--- src/pa_ramp_pkg.sv ---
package pa_ramp_pkg;

  // table geometry
  localparam int unsigned TABLE_DEPTH   = 8;        // power codes held
  localparam int unsigned INDEX_WIDTH   = 3;        // limit field and index width
  localparam int unsigned CODE_WIDTH    = 8;        // one power code

  // reset contents
  localparam logic [7:0]  ENTRY0_RESET  = 8'hC6;    // default code of entry 0
  localparam logic [7:0]  ENTRY_CLEARED = 8'h00;    // value of lost entries
  localparam logic [2:0]  INDEX_ZERO    = 3'h0;     // base table index
  localparam logic [2:0]  INDEX_ONE     = 3'h1;     // on-off keying high level index

  // shaping rate: counter steps per symbol period
  localparam int unsigned STEPS_PER_SYMBOL = 8;

  // modulation formats seen by the shaper
  typedef enum logic [1:0] {
    MOD_FSK,
    MOD_ASK,
    MOD_OOK
  } mod_mode_type;

  // one decoded byte event from the serial port front end
  typedef struct packed {
    logic       start;   // first cycle of an access (header seen)
    logic       burst;   // access is a burst access
    logic       wr;      // data byte written to the table
    logic       rd;      // data byte read from the table
    logic [7:0] data;    // write data
  } table_access_type;

  // transmit side configuration and symbol stream
  typedef struct packed {
    mod_mode_type mode;       // modulation format
    logic [2:0]   limit;      // power-index limit field
    logic         tx_active;  // transmission in progress
    logic         symbol;     // current transmitted symbol
  } tx_ctrl_type;

endpackage : pa_ramp_pkg

--- src/pa_index_limit_table_ramp_shaper.sv ---
`timescale 1ns/1ps

// Overview of operation
// [RULE_01] table holds eight independent amplifier power codes
// [RULE_02] three-bit limit picks the steady transmit entry
// [RULE_03] ramp entries zero to limit at start, end; ASK and OOK skip the start ramp, OOK also skips the end ramp
// [RULE_04] limit zero means entry zero only, no ramp; on-off keying ignores the limit and drives entry one on a one symbol
// [RULE_05] on-off keying: entry zero low, entry one high
// [RULE_06] single access reaches entry zero; burst reaches others
// [RULE_07] sleep loses every entry except entry zero
// [RULE_08] reset loads entry zero with code C6
// [RULE_09] codes 61 to 6F are advised against
// [RULE_10] shaping counts up on one, down on zero
// [RULE_11] counter steps eight times per symbol period
// [RULE_12] counter saturates at limit and at zero
// [RULE_13] counter value indexes the table in ASK
// [RULE_14] software sets limit seven for full ASK shaping
// [RULE_15] shaping, ramping codes only 30-3F or 00
// [RULE_16] counter starts at zero, returns there after ramp
module pa_index_limit_table_ramp_shaper (
  input  wire logic                          core_clk_in,     // block clock, 200 MHz
  input  wire logic                          rst_in,          // synchronous reset, active high
  input  wire logic                          clk_en_in,       // freezes all state while low
  input  wire pa_ramp_pkg::table_access_type access_in,       // decoded serial table access
  input  wire pa_ramp_pkg::tx_ctrl_type      tx_in,           // modulator control and symbol
  input  wire logic                          step_tick_in,    // eight pulses per symbol period
  input  wire logic                          sleep_in,        // pulse: entering sleep
  output logic                         [7:0] pa_code_out,     // amplifier drive code
  output logic                         [2:0] drive_index_out, // table index in use
  output logic                               ramp_busy_out,   // ramp up or down in progress
  output logic                               tx_on_out,       // steady transmit level reached
  output logic                         [7:0] rd_data_out      // table read data
);

  // transmit envelope sequencer states
  typedef enum logic [1:0] {
    ST_IDLE,
    ST_RAMP_UP,
    ST_ON,
    ST_RAMP_DOWN
  } env_state_type;

  env_state_type state;        // current envelope state
  env_state_type next_state;   // envelope state after this edge
  logic [2:0]    burst_ptr;    // entry reached by the next burst byte
  logic [2:0]    access_idx;   // entry the current byte reaches
  logic [2:0]    shape_count;  // shaping and ramping counter
  logic [2:0]    next_drive;   // index selected for the amplifier
  logic          cnt_clear;    // hold counter at zero
  logic          cnt_up;       // counter moves toward limit
  logic          cnt_down;     // counter moves toward zero
  logic [7:0]    rd_code;      // code at access index
  logic [7:0]    drv_code;     // code at selected drive index
  logic          is_ook;       // on-off keying selected
  logic          is_ask;       // amplitude shift keying selected

  // mode decode
  assign is_ook = (tx_in.mode == pa_ramp_pkg::MOD_OOK);
  assign is_ask = (tx_in.mode == pa_ramp_pkg::MOD_ASK);

  // ---------------- table access ----------------

  // burst pointer restarts at each access and advances per byte
  // a start cycle carries no byte, it only rewinds the pointer
  always_ff @(posedge core_clk_in) begin
    if (rst_in) begin
      burst_ptr <= pa_ramp_pkg::INDEX_ZERO;
    end else if (clk_en_in) begin
      if (access_in.start) begin
        burst_ptr <= pa_ramp_pkg::INDEX_ZERO;
      end else if (access_in.burst && (access_in.wr || access_in.rd)) begin
        burst_ptr <= burst_ptr + 3'h1; // wraps after the last entry
      end
    end
  end

  // a single access only ever reaches entry zero
  assign access_idx = access_in.burst ? burst_ptr : pa_ramp_pkg::INDEX_ZERO; // [RULE_06]

  // read data is registered on each read byte
  always_ff @(posedge core_clk_in) begin
    if (rst_in) begin
      rd_data_out <= 8'h00;
    end else if (clk_en_in && access_in.rd && !access_in.start) begin
      rd_data_out <= rd_code;
    end
  end

  // power code storage with sleep loss and reset default
  pa_table_store #(
    .DEPTH (pa_ramp_pkg::TABLE_DEPTH)
  ) u_store (
    .core_clk_in  (core_clk_in),
    .rst_in       (rst_in),
    .clk_en_in    (clk_en_in),
    .sleep_in     (sleep_in),
    .wr_in        (access_in.wr && !access_in.start),
    .wr_idx_in    (access_idx),
    .wr_data_in   (access_in.data),
    .rd_idx_in    (access_idx),
    .drv_idx_in   (next_drive),
    .rd_code_out  (rd_code),
    .drv_code_out (drv_code)
  );

  // ---------------- envelope sequencing ----------------

  // next envelope state
  always_comb begin
    next_state = state;
    case (state)
      ST_IDLE: begin
        if (tx_in.tx_active) begin
          // keying modes shape from zero themselves; others ramp
          next_state = (is_ook || is_ask) ? ST_ON : ST_RAMP_UP; // [RULE_16]
        end
      end
      ST_RAMP_UP: begin
        if (!tx_in.tx_active) begin
          next_state = ST_RAMP_DOWN;
        end else if (shape_count == tx_in.limit) begin // [RULE_04]
          next_state = ST_ON; // [RULE_03]
        end
      end
      ST_ON: begin
        if (!tx_in.tx_active) begin
          // on-off keying has no envelope to wind down
          next_state = is_ook ? ST_IDLE : ST_RAMP_DOWN; // [RULE_03]
        end
      end
      ST_RAMP_DOWN: begin
        if (shape_count == pa_ramp_pkg::INDEX_ZERO) begin
          next_state = ST_IDLE; // [RULE_16]
        end
      end
      default: begin
        next_state = ST_IDLE;
      end
    endcase
  end

  // state register
  // a low enable keeps the envelope where it stands
  always_ff @(posedge core_clk_in) begin
    if (rst_in) begin
      state <= ST_IDLE;
    end else if (clk_en_in) begin
      state <= next_state;
    end
  end

  // counter direction from state, mode and symbol
  always_comb begin
    cnt_clear = 1'b0;
    cnt_up    = 1'b0;
    cnt_down  = 1'b0;
    case (state)
      ST_IDLE: begin
        cnt_clear = 1'b1; // [RULE_16]
      end
      ST_RAMP_UP: begin
        cnt_up = 1'b1; // [RULE_03]
      end
      ST_ON: begin
        // amplitude keying follows the symbol, others hold
        cnt_up   = is_ask && tx_in.symbol;  // [RULE_10]
        cnt_down = is_ask && !tx_in.symbol; // [RULE_10]
      end
      ST_RAMP_DOWN: begin
        cnt_down = 1'b1; // [RULE_03]
      end
      default: begin
        cnt_clear = 1'b1;
      end
    endcase
  end

  // saturating shaping counter
  pa_index_counter #(
    .WIDTH (pa_ramp_pkg::INDEX_WIDTH)
  ) u_counter (
    .core_clk_in (core_clk_in),
    .rst_in      (rst_in),
    .clk_en_in   (clk_en_in),
    .clear_in    (cnt_clear),
    .step_in     (step_tick_in),
    .up_in       (cnt_up),
    .down_in     (cnt_down),
    .limit_in    (tx_in.limit),
    .count_out   (shape_count)
  );

  // drive index selection
  always_comb begin
    next_drive = pa_ramp_pkg::INDEX_ZERO;
    case (state)
      ST_IDLE: begin
        next_drive = pa_ramp_pkg::INDEX_ZERO;
      end
      ST_ON: begin
        if (is_ook) begin
          // zero symbol uses entry 0, one symbol entry 1
          next_drive = tx_in.symbol ? pa_ramp_pkg::INDEX_ONE
                                    : pa_ramp_pkg::INDEX_ZERO; // [RULE_05]
        end else if (is_ask) begin
          next_drive = shape_count; // [RULE_13]
        end else begin
          next_drive = tx_in.limit; // [RULE_02]
        end
      end
      default: begin
        // ramps walk through every entry up to the limit
        next_drive = shape_count; // [RULE_03]
      end
    endcase
  end

  // registered amplifier drive and status
  // code and index launch on one edge so they never disagree
  always_ff @(posedge core_clk_in) begin
    if (rst_in) begin
      pa_code_out     <= pa_ramp_pkg::ENTRY0_RESET;
      drive_index_out <= pa_ramp_pkg::INDEX_ZERO;
      ramp_busy_out   <= 1'b0;
      tx_on_out       <= 1'b0;
    end else if (clk_en_in) begin
      pa_code_out     <= drv_code; // [RULE_13]
      drive_index_out <= next_drive;
      ramp_busy_out   <= (state == ST_RAMP_UP) || (state == ST_RAMP_DOWN);
      tx_on_out       <= (state == ST_ON);
    end
  end

  // ---------------- checks ----------------

  // on-off keying picks entry 0 or 1 by symbol
  a_ook_levels: assert property ( // [RULE_05]
    @(posedge core_clk_in) disable iff (rst_in)
    (state == ST_ON && is_ook) |-> next_drive == {2'h0, tx_in.symbol})
    else $error("on-off keying used a wrong entry");

  // steady non-keyed level is the limit entry
  a_steady_limit: assert property ( // [RULE_02]
    @(posedge core_clk_in) disable iff (rst_in)
    (clk_en_in && state == ST_ON && tx_in.mode == pa_ramp_pkg::MOD_FSK)
    |=> drive_index_out == $past(tx_in.limit))
    else $error("steady level not at the limit entry");

  // a zero limit keeps the index at zero
  a_zero_limit: assert property ( // [RULE_04]
    @(posedge core_clk_in) disable iff (rst_in)
    (clk_en_in && tx_in.limit == 3'h0 && shape_count == 3'h0 && !is_ook)
    |=> shape_count == 3'h0)
    else $error("index left zero with zero limit");

  // a completed ramp up hands over to the steady level
  a_ramp_done: assert property ( // [RULE_03]
    @(posedge core_clk_in) disable iff (rst_in)
    (clk_en_in && state == ST_RAMP_UP && tx_in.tx_active && shape_count == tx_in.limit)
    |=> state == ST_ON)
    else $error("ramp up did not finish at the limit");

  // amplitude keying drives the code at the counter index
  a_ask_index: assert property ( // [RULE_13]
    @(posedge core_clk_in) disable iff (rst_in)
    (clk_en_in && state == ST_ON && is_ask)
    |=> (drive_index_out == $past(shape_count)) && (pa_code_out == $past(drv_code)))
    else $error("amplitude keying index not the counter");

  // idle always returns the counter to zero
  a_idle_zero: assert property ( // [RULE_16]
    @(posedge core_clk_in) disable iff (rst_in)
    (clk_en_in && state == ST_IDLE) |=> shape_count == 3'h0)
    else $error("counter not zero in idle");

  // a single write lands on entry zero
  a_single_idx: assert property ( // [RULE_06]
    @(posedge core_clk_in) disable iff (rst_in)
    (clk_en_in && access_in.wr && !access_in.start && !access_in.burst && !sleep_in)
    |=> u_store.mem[0] == $past(access_in.data))
    else $error("single write missed entry zero");

  // idle drives entry zero and nothing else
  a_idle_entry0: assert property ( // [RULE_16]
    @(posedge core_clk_in) disable iff (rst_in)
    (clk_en_in && state == ST_IDLE) |=> drive_index_out == 3'h0)
    else $error("idle drive index not zero");

  // ramp steps walk the table through the counter
  a_ramp_walk: assert property ( // [RULE_03]
    @(posedge core_clk_in) disable iff (rst_in)
    (state == ST_RAMP_UP || state == ST_RAMP_DOWN) |-> next_drive == shape_count)
    else $error("ramp index not the counter");

  // a finished ramp down returns to idle
  a_ramp_down_end: assert property ( // [RULE_16]
    @(posedge core_clk_in) disable iff (rst_in)
    (clk_en_in && state == ST_RAMP_DOWN && shape_count == 3'h0) |=> state == ST_IDLE)
    else $error("ramp down did not end in idle");

  // on-off keying stops without a ramp down
  a_ook_no_ramp: assert property ( // [RULE_03]
    @(posedge core_clk_in) disable iff (rst_in)
    (clk_en_in && state == ST_ON && is_ook && !tx_in.tx_active) |=> state == ST_IDLE)
    else $error("on-off keying ramped down");

endmodule : pa_index_limit_table_ramp_shaper

--- src/pa_table_store.sv ---
`timescale 1ns/1ps
module pa_table_store #(
  parameter int unsigned DEPTH = pa_ramp_pkg::TABLE_DEPTH
) (
  input  wire logic       core_clk_in,   // block clock
  input  wire logic       rst_in,        // synchronous reset, active high
  input  wire logic       clk_en_in,     // freezes state while low
  input  wire logic       sleep_in,      // pulse: device enters sleep
  input  wire logic       wr_in,         // write strobe
  input  wire logic [2:0] wr_idx_in,     // write index
  input  wire logic [7:0] wr_data_in,    // write data
  input  wire logic [2:0] rd_idx_in,     // software read index
  input  wire logic [2:0] drv_idx_in,    // amplifier drive index
  output logic      [7:0] rd_code_out,   // code at software read index
  output logic      [7:0] drv_code_out   // code at drive index
);

  // power code storage
  logic [7:0] mem [DEPTH];

  // reset, sleep loss and writes
  always_ff @(posedge core_clk_in) begin
    if (rst_in) begin
      mem[0] <= pa_ramp_pkg::ENTRY0_RESET; // [RULE_08]
      for (int i = 1; i < DEPTH; i++) begin
        mem[i] <= pa_ramp_pkg::ENTRY_CLEARED;
      end
    end else if (clk_en_in) begin
      if (sleep_in) begin
        // all but entry 0 lose their contents
        for (int i = 1; i < DEPTH; i++) begin
          mem[i] <= pa_ramp_pkg::ENTRY_CLEARED; // [RULE_07]
        end
      end else if (wr_in) begin
        mem[wr_idx_in] <= wr_data_in; // [RULE_01]
      end
    end
  end

  // read ports are plain lookups
  assign rd_code_out  = mem[rd_idx_in];
  assign drv_code_out = mem[drv_idx_in];

  // entry 0 comes out of reset with the default code
  a_reset_default: assert property ( // [RULE_08]
    @(posedge core_clk_in) disable iff (rst_in)
    $past(rst_in) |-> mem[0] == pa_ramp_pkg::ENTRY0_RESET)
    else $error("entry 0 not at default after reset");

  // sleep clears upper entries and keeps entry 0
  a_sleep_keeps0: assert property ( // [RULE_07]
    @(posedge core_clk_in) disable iff (rst_in)
    (clk_en_in && sleep_in) |=>
      (mem[0] == $past(mem[0])) && (mem[1] == pa_ramp_pkg::ENTRY_CLEARED)
      && (mem[DEPTH-1] == pa_ramp_pkg::ENTRY_CLEARED))
    else $error("sleep did not clear upper entries or lost entry 0");

endmodule : pa_table_store

--- src/pa_index_counter.sv ---
`timescale 1ns/1ps
module pa_index_counter #(
  parameter int unsigned WIDTH = pa_ramp_pkg::INDEX_WIDTH
) (
  input  wire logic             core_clk_in,  // block clock
  input  wire logic             rst_in,       // synchronous reset, active high
  input  wire logic             clk_en_in,    // freezes state while low
  input  wire logic             clear_in,     // force index to zero
  input  wire logic             step_in,      // eight pulses per symbol period
  input  wire logic             up_in,        // count toward the limit
  input  wire logic             down_in,      // count toward zero
  input  wire logic [WIDTH-1:0] limit_in,     // saturation ceiling
  output logic      [WIDTH-1:0] count_out     // current shaping index
);

  // saturating up/down counter, moves only on a step pulse or a clear
  always_ff @(posedge core_clk_in) begin
    if (rst_in) begin
      count_out <= '0;
    end else if (clk_en_in) begin
      if (clear_in) begin
        count_out <= '0; // [RULE_16]
      end else if (step_in) begin // [RULE_11]
        if (up_in && count_out < limit_in) begin
          count_out <= count_out + 1'b1; // [RULE_10]
        end else if (up_in && count_out > limit_in) begin
          count_out <= count_out - 1'b1; // limit lowered under the count
        end else if (down_in && count_out != '0) begin
          count_out <= count_out - 1'b1; // [RULE_10]
        end
      end
    end
  end

  // counting up holds at the limit, counting down holds at zero
  a_sat_hold: assert property ( // [RULE_12]
    @(posedge core_clk_in) disable iff (rst_in)
    (clk_en_in && !clear_in && step_in &&
     ((up_in && count_out == limit_in) || (down_in && !up_in && count_out == '0)))
    |=> count_out == $past(count_out))
    else $error("shaping counter wrapped past its bound");

  // no movement without a step pulse
  a_step_rate: assert property ( // [RULE_11]
    @(posedge core_clk_in) disable iff (rst_in)
    (clk_en_in && !clear_in && !step_in) |=> $stable(count_out))
    else $error("shaping counter moved without a step");

  // a one symbol steps the count up by exactly one
  a_count_up: assert property ( // [RULE_10]
    @(posedge core_clk_in) disable iff (rst_in)
    (clk_en_in && !clear_in && step_in && up_in && count_out < limit_in)
    |=> count_out == $past(count_out) + 1'b1)
    else $error("shaping counter did not increment");

endmodule : pa_index_counter

--- config.mk ---
export PLATFORM = sky130hd
export DESIGN_NAME = pa_index_limit_table_ramp_shaper
export DESIGN_NICKNAME = d
export VERILOG_FILES = /design/src/pa_ramp_pkg.sv /design/src/pa_index_limit_table_ramp_shaper.sv /design/src/pa_table_store.sv /design/src/pa_index_counter.sv
export SDC_FILE = /design/constraint.sdc
export NUM_CORES = 1
export LEC_CHECK = 0
export BUFFER_PORTS_ARGS = -buffer_cell sky130_fd_sc_hd__clkbuf_2
export CAP_MARGIN = 20
export CORE_MARGIN = 8
export CORE_UTILIZATION = 60
export CTS_CLUSTER_DIAMETER = 50
export DETAILED_ROUTE_END_ITERATION = 10
export PLACE_DENSITY = 0.8
export SLEW_MARGIN = 20
export SYNTH_ARGS = -nofsm -noshare
export SYNTH_HDL_FRONTEND = slang
export SYNTH_SLANG_ARGS = --single-unit
--- constraint.sdc ---
create_clock -name core_clk_in -period 2.99 [get_ports core_clk_in]
set_clock_uncertainty 0.2 [all_clocks]
set_input_delay 0.7475 -clock core_clk_in [delete_from_list [all_inputs] [get_ports core_clk_in]]
set_output_delay 0.7475 -clock core_clk_in [all_outputs]
set_load 0.02 [all_outputs]
---- Word-level counts from Yosys, hierarchy flattened ----
Memory sizes are Yosys's and may differ from the RTL's. A register that Yosys moved wholly into a read port is not among the register bits.
Index checks and enable logic that the tools add are counted.
cells by class
  reduce and logical (&&, ||, !) cells .... 24
  bitwise logic cells ..................... 7
  muxes and demuxes ....................... 44
  add/sub/neg operators ................... 3
  order comparisons ....................... 2
  equal/unequal tests ..................... 10
operator list
  cell                 count
  $mux 8               8
  $mux 3               11
  $mux 1               14
  $mux 2               7
  $logic_and 1x1->1    9
  $pmux 2 s4           1
  $reduce_or 8->1      1
  $or 1x1->1           7
  $add 3x1->3 const B  2
  $eq 2x2->1 const B   3
  $ne 2x2->1 const B   3
  $pmux 3 s2           1
  $reduce_and 5->1     1
  $eq 2x1->1 const B   2
  $pmux 1 s2           2
  $reduce_bool 2->1    2
  $reduce_bool 4->1    1
  $eq 3x3->1           1
  $gt 3x3->1           1
  $logic_not 3->1      1
  $logic_or 1x1->1     3
  $lt 3x3->1           1
  $ne 3x3->1 const B   1
  $reduce_and 3->1     1
  other kinds (5)      6
word-level totals
  bits in registers ....................... 13
  logic and storage cells ................. 97
  bits in writable memories ............... 64
  bits of input ports ..................... 24
  memories kept ........................... 1
  output and inout bits ................... 21
memories
  name         words  width  read ports  clocked after Yosys merged registers in  write ports  line                  RTL
  u_store.mem  8      8      2           2                                        8            pa_table_store.sv:19  logic [7:0] mem [DEPTH];

---- Longest topological paths before layout ----
  depth in word-level cells ............... 9
  gate-level depth with buffers ........... 10
  depth with buffers taken out ............ 9

---- Modules after synthesis ----
A second synthesis with hierarchy kept.
unflattened totals
  cell total of the unflattened synthesis .. 412
  area total of the unflattened synthesis .. 5255.0 µm²
by module, submodules not included
  module                            cells each  instances  area each (µm²)
  pa_table_store                    232         1          3648.5
  pa_index_limit_table_ramp_shaper  143         1          1308.8
  pa_index_counter                  37          1          297.8

---- Worst setup path before layout ----
No wires, ideal clock.
  kind .................................... input to register
  from .................................... input port tx_in[3] in the netlist's numbering
  to ...................................... register u_counter.count_out[2]
  library setup time ...................... 0.074 ns
  cell stages on the path ................. 9
  arrival ................................. 2.535 ns
  path slack .............................. 0.181 ns
  path buffers ............................ 0
  cell sequence ........................... inv_1 ha_1 nor2b_1 o21ai_0 o2111ai_2 fa_1 xnor2_1 or3b_1 a31oi_1
on the way
  longest elaborated chain between the ends .. 6
  elaborated cells on any way between the ends .. 10
  classes of those cells .................. 2 x order compare; 4 x mux; 4 x reduce/logical
RTL lines
  element                 line                                    RTL
  start: declaration      pa_index_limit_table_ramp_shaper.sv:25  input wire pa_ramp_pkg::tx_ctrl_type tx_in,
  $gt 3x3->1              pa_index_counter.sv:26                  end else if (up_in && count_out > limit_in) begin
  $logic_and 1x1->1       pa_index_counter.sv:26
  $mux 3                  pa_index_counter.sv:26
  $mux 3                  pa_index_counter.sv:24                  if (up_in && count_out < limit_in) begin
  $mux 3                  pa_index_counter.sv:23                  end else if (step_in) begin
  $mux 3                  pa_index_counter.sv:21                  if (clear_in) begin
  end signal: assignment  pa_index_counter.sv:25                  count_out <= count_out + 1'b1;
  end signal: assignment  pa_index_counter.sv:27                  count_out <= count_out - 1'b1;
  end signal: assignment  pa_index_counter.sv:29                  count_out <= count_out - 1'b1;
  end: declaration        pa_index_counter.sv:13                  output logic [WIDTH-1:0] count_out
Parallel ways exist; a longest one is shown, timed or not. The select of a mux whose other input is x is not followed.
A chain may end at the register's enable or synchronous reset.

---- Worst setup path after layout ----
  from .................................... register state[0]
  to ...................................... register u_counter.count_out[2]
on the way
  longest elaborated chain between the ends .. 7
  elaborated cells on any way between the ends .. 17
  classes of those cells .................. 3 x eq/ne; 7 x mux; 7 x reduce/logical
RTL lines
  element                                          line                                     RTL
  start: declaration                               pa_index_limit_table_ramp_shaper.sv:43   env_state_type state;
  start signal: assignment                         pa_index_limit_table_ramp_shaper.sv:148  state <= next_state;
  $eq 2x2->1 / $eq 2x1->1 (equally long branches)  pa_index_limit_table_ramp_shaper.sv:157  case (state)
  $pmux 1 s2                                       pa_index_limit_table_ramp_shaper.sv:157
  $logic_and 1x1->1                                pa_index_counter.sv:26
  $mux 3                                           pa_index_counter.sv:26
  $mux 3                                           pa_index_counter.sv:24
  $mux 3                                           pa_index_counter.sv:23
  $mux 3                                           pa_index_counter.sv:21
Parallel ways exist; a longest one is shown, timed or not. The select of a mux whose other input is x is not followed.

==> key figures <==
Outcome
  • Status: finished, final reports clean

Global route
  • Largest net degree at the start of global routing: 31
  • Vias in the first global route: 4000
  • Gr usage total: 0.230
  • First-pass GRT wire length: 20.9 mm
  • Initial antenna violation count: 0
  • GRT Residual Overflow: 0

Synthesis
  • Sequential fraction of the synthesis area: 0.472
  • Avg Inst Size Synth: 11.0 µm²
  • Yosys cell types: 63
  • Synth Instances: 484
  • Post-synthesis cell area: 5300 µm²
  • Syn Nets: 519
  • Prevailing post-synth register cell: edfxtp_1
  • Yosys Warn Count: 0
  • Ys async rst share: 0
  • EDFF count, synth: 64
  • Synthesized flop and latch total: 93

Pwr
  • Switching share of total power: 0.259
  • Leak: 2.34 nW
  • Gate power share: 0.123
  • Overall power: 0.00272 W
  • Pwr Density: 453 nW/µm²
  • Worst VDD drop: 0.414 mV
  • Internal Power: 0.00201 W
  • Psw: 0.000705 W
  • Clock Power Share: 0.333
  • Seq pwr share: 0.543

Timing
  • Hold slack: 0.242 ns
  • # setup viols final: 0
  • Fin crit share: 0.913
  • Slew Viols, Final: 0
  • Unrepaired setup endpoints after global routing: no
  • Hold Fails Final Rpt: 0
  • Final worst slack: 0.259 ns
  • Fin crit period: 2.73 ns
  • Worst slew margin: 0.523
  • Max Clock Freq: 0.366 GHz
  • Least-Margin Pin Slew: 0.714 ns

Worst setup path
  • CP Depth: 8
  • FF-to-FF Start: state[0]
  • R2R depth: 8
  • Startpoint class of the critical path: register
  • CP arrival: 2.83 ns
  • Max stage delay on crit path: 0.50 ns
  • Crit Path Max Fanout: 18
  • WP buf/inv: 1
  • Crit path cell chain: inv_1 > ha_1 > and3_1 > o2111ai_2 > fa_1 > xnor2_1 > or3b_1 > a31oi_1
  • Delay-heaviest family, CP: adder cells
  • Critical path type: register to register
  • CP max-delay cell: ha_1
  • Worst setup startpoint: state[0]
  • Worst Setup End Kind: register
  • Critical Path RT: 3.09 ns

CTS
  • Cts bufs inserted: 9
  • Clk pin slew, worst setup/hold paths: 0.10 ns
  • TritonCTS Sinks: 93
  • Clock buffer depth: 2
  • CTS Hold Bufs: 0
  • Resize count post-CTS: 0
  • CTS root buffer: clkbuf_8
  • Post-CTS Repair Setup Buffers: 0
  • Insertion delay to the later sink of the worst-skew pair: 0.36 ns
  • CTS tree: built
  • H-tree levels: 3

Place
  • Hpwl dp: 9.83 mm
  • Pre-CTS setup slack: -0.0601 ns
  • GP Congestion: 0.926
  • Dpl cell area: 5780 µm²
  • # port buffers: 44

Detailed routing
  • Vias: 4129
  • DRT Pass-1 Iters: 5
  • Drt drc: 0
  • Avg WL per Cell: 20.6 µm
  • 1st-iter DRT viols: 361
  • DR vias/cell: 6.28
  • Final wirelength: 13.6 mm
  • Number of routed nets with antenna violations: 0

Final layout
  • Most frequent cells in the layout: and2_1, edfxtp_1, clkbuf_2
  • Final nets: 580
  • Final Core Density: 0.695
  • Ant. Diodes: 0
  • Area Overhead vs Synth: 13.2%
  • Share of layout cells above drive strength 1: 0.235
  • Most common cell after layout, fill and taps aside: and2_1
  • Post-route cell area: 6000 µm²

Flow run
  • Total of max-cap violations: 0

Min path
  • WHS Path Cells: 2
  • Hold Crit Start: pa_code_out[3]
  • Min-Delay Path Class: register to register

Floorplanning
  • Die width: 110 µm
  • DIE AREA: 12100 µm²
  • Ports: 45
  • Core box area: 8640 µm²
  • Initial core utilization: 0.614
  • Die height: 110 µm
  • FP Rows: 34
synth_stat cells (all sizes together) (7+ instances only):
cell / number / area share
a211oi: 8 / 0.013
edfxtp: 64 / 0.36
mux2: 12 / 0.025
buf: 19 / 0.023
mux2i: 42 / 0.079
nor2: 38 / 0.027
mux4: 7 / 0.030
a21oi: 33 / 0.032
nor3: 11 / 0.013
nand2: 19 / 0.013
clkbuf: 7 / 0.0050
o21ai: 15 / 0.014
inv: 12 / 0.0085
and2: 68 / 0.080
dfxtp: 29 / 0.11
nand3: 9 / 0.011
nand2b: 14 / 0.017
a22oi: 8 / 0.011
ha: 10 / 0.024
worst paths after layout:
| kind | end | slack (ns) |
|---|---|---|
| worst max-delay path | u_counter.count_out[2] | 0.26 |
| worst min-delay path | pa_code_out[3] | 0.24 |
| worst max register to register | u_counter.count_out[2] | 0.26 |
| worst min register to register | pa_code_out[3] | 0.24 |
tightest hold or removal path: stages (launching register included):
cell and delay (ns):
dfxtp_1 0.32, nand2_1 0.05, nand2_1 0.04
sequential cells by signal (all words and copies together), names as in the netlist:
signal,count
u_counter.count_out,3
state,2
u_store.mem,64
rd_data_out,8
pa_code_out,8
tx_on_out,1
drive_index_out,3
burst_ptr,3
ramp_busy_out,1
final cells by class:
| cell class | instances | area [µm²] |
|---|---|---|
| Timing Repair Buffer | 76 | 485 |
| Clock buffer | 11 | 153 |
| Clock inverter | 5 | 65.1 |
| Inverter | 12 | 45.0 |
| Sequential cell | 93 | 2500 |
| Fill cell | 651 | 2640 |
| Tap cell | 108 | 135 |
| Multi-Input combinational cell | 353 | 2610 |
metrics by stage:
stage | setup TNS (ns) | instances
after floorplan | 0 | 484
after global placement | 0 | 642
after detailed placement | -0.0601 | 642
after CTS | 0 | 658
after global routing | 0 | 658
final | 0 | 658
power by group through the flow:
stage,Clock [W],Combinational [W],Sequential (W)
final,0.000906,0.000335,0.00148
after CTS,0.000917,0.000334,0.00147
after floorplan,0,0.000200,0.00150
after detailed placement,0,0.000331,0.00150
after global routing,0.000961,0.000363,0.00148
after global placement,0,0.000323,0.00150
cell families after synthesis:
family	share of synthesized area
AOI/OAI and AO/OA	0.121
DFF	0.472
xor gates and xnor gates	0.00331
and+or+nand+nor	0.205
muxes	0.135
buffers and inverters	0.0366
adders and majority gates	0.0274
metal layers:
| metal | track usage | part of all wire |
|---|---|---|
| met1 | 0.291 | 0.41 |
| met4 | 0.122 | 0.035 |
| met2 | 0.364 | 0.46 |
| met5 | 0 | 0 |
| met3 | 0.0471 | 0.087 |
Note: power is estimated with default switching activity, not from simulation.
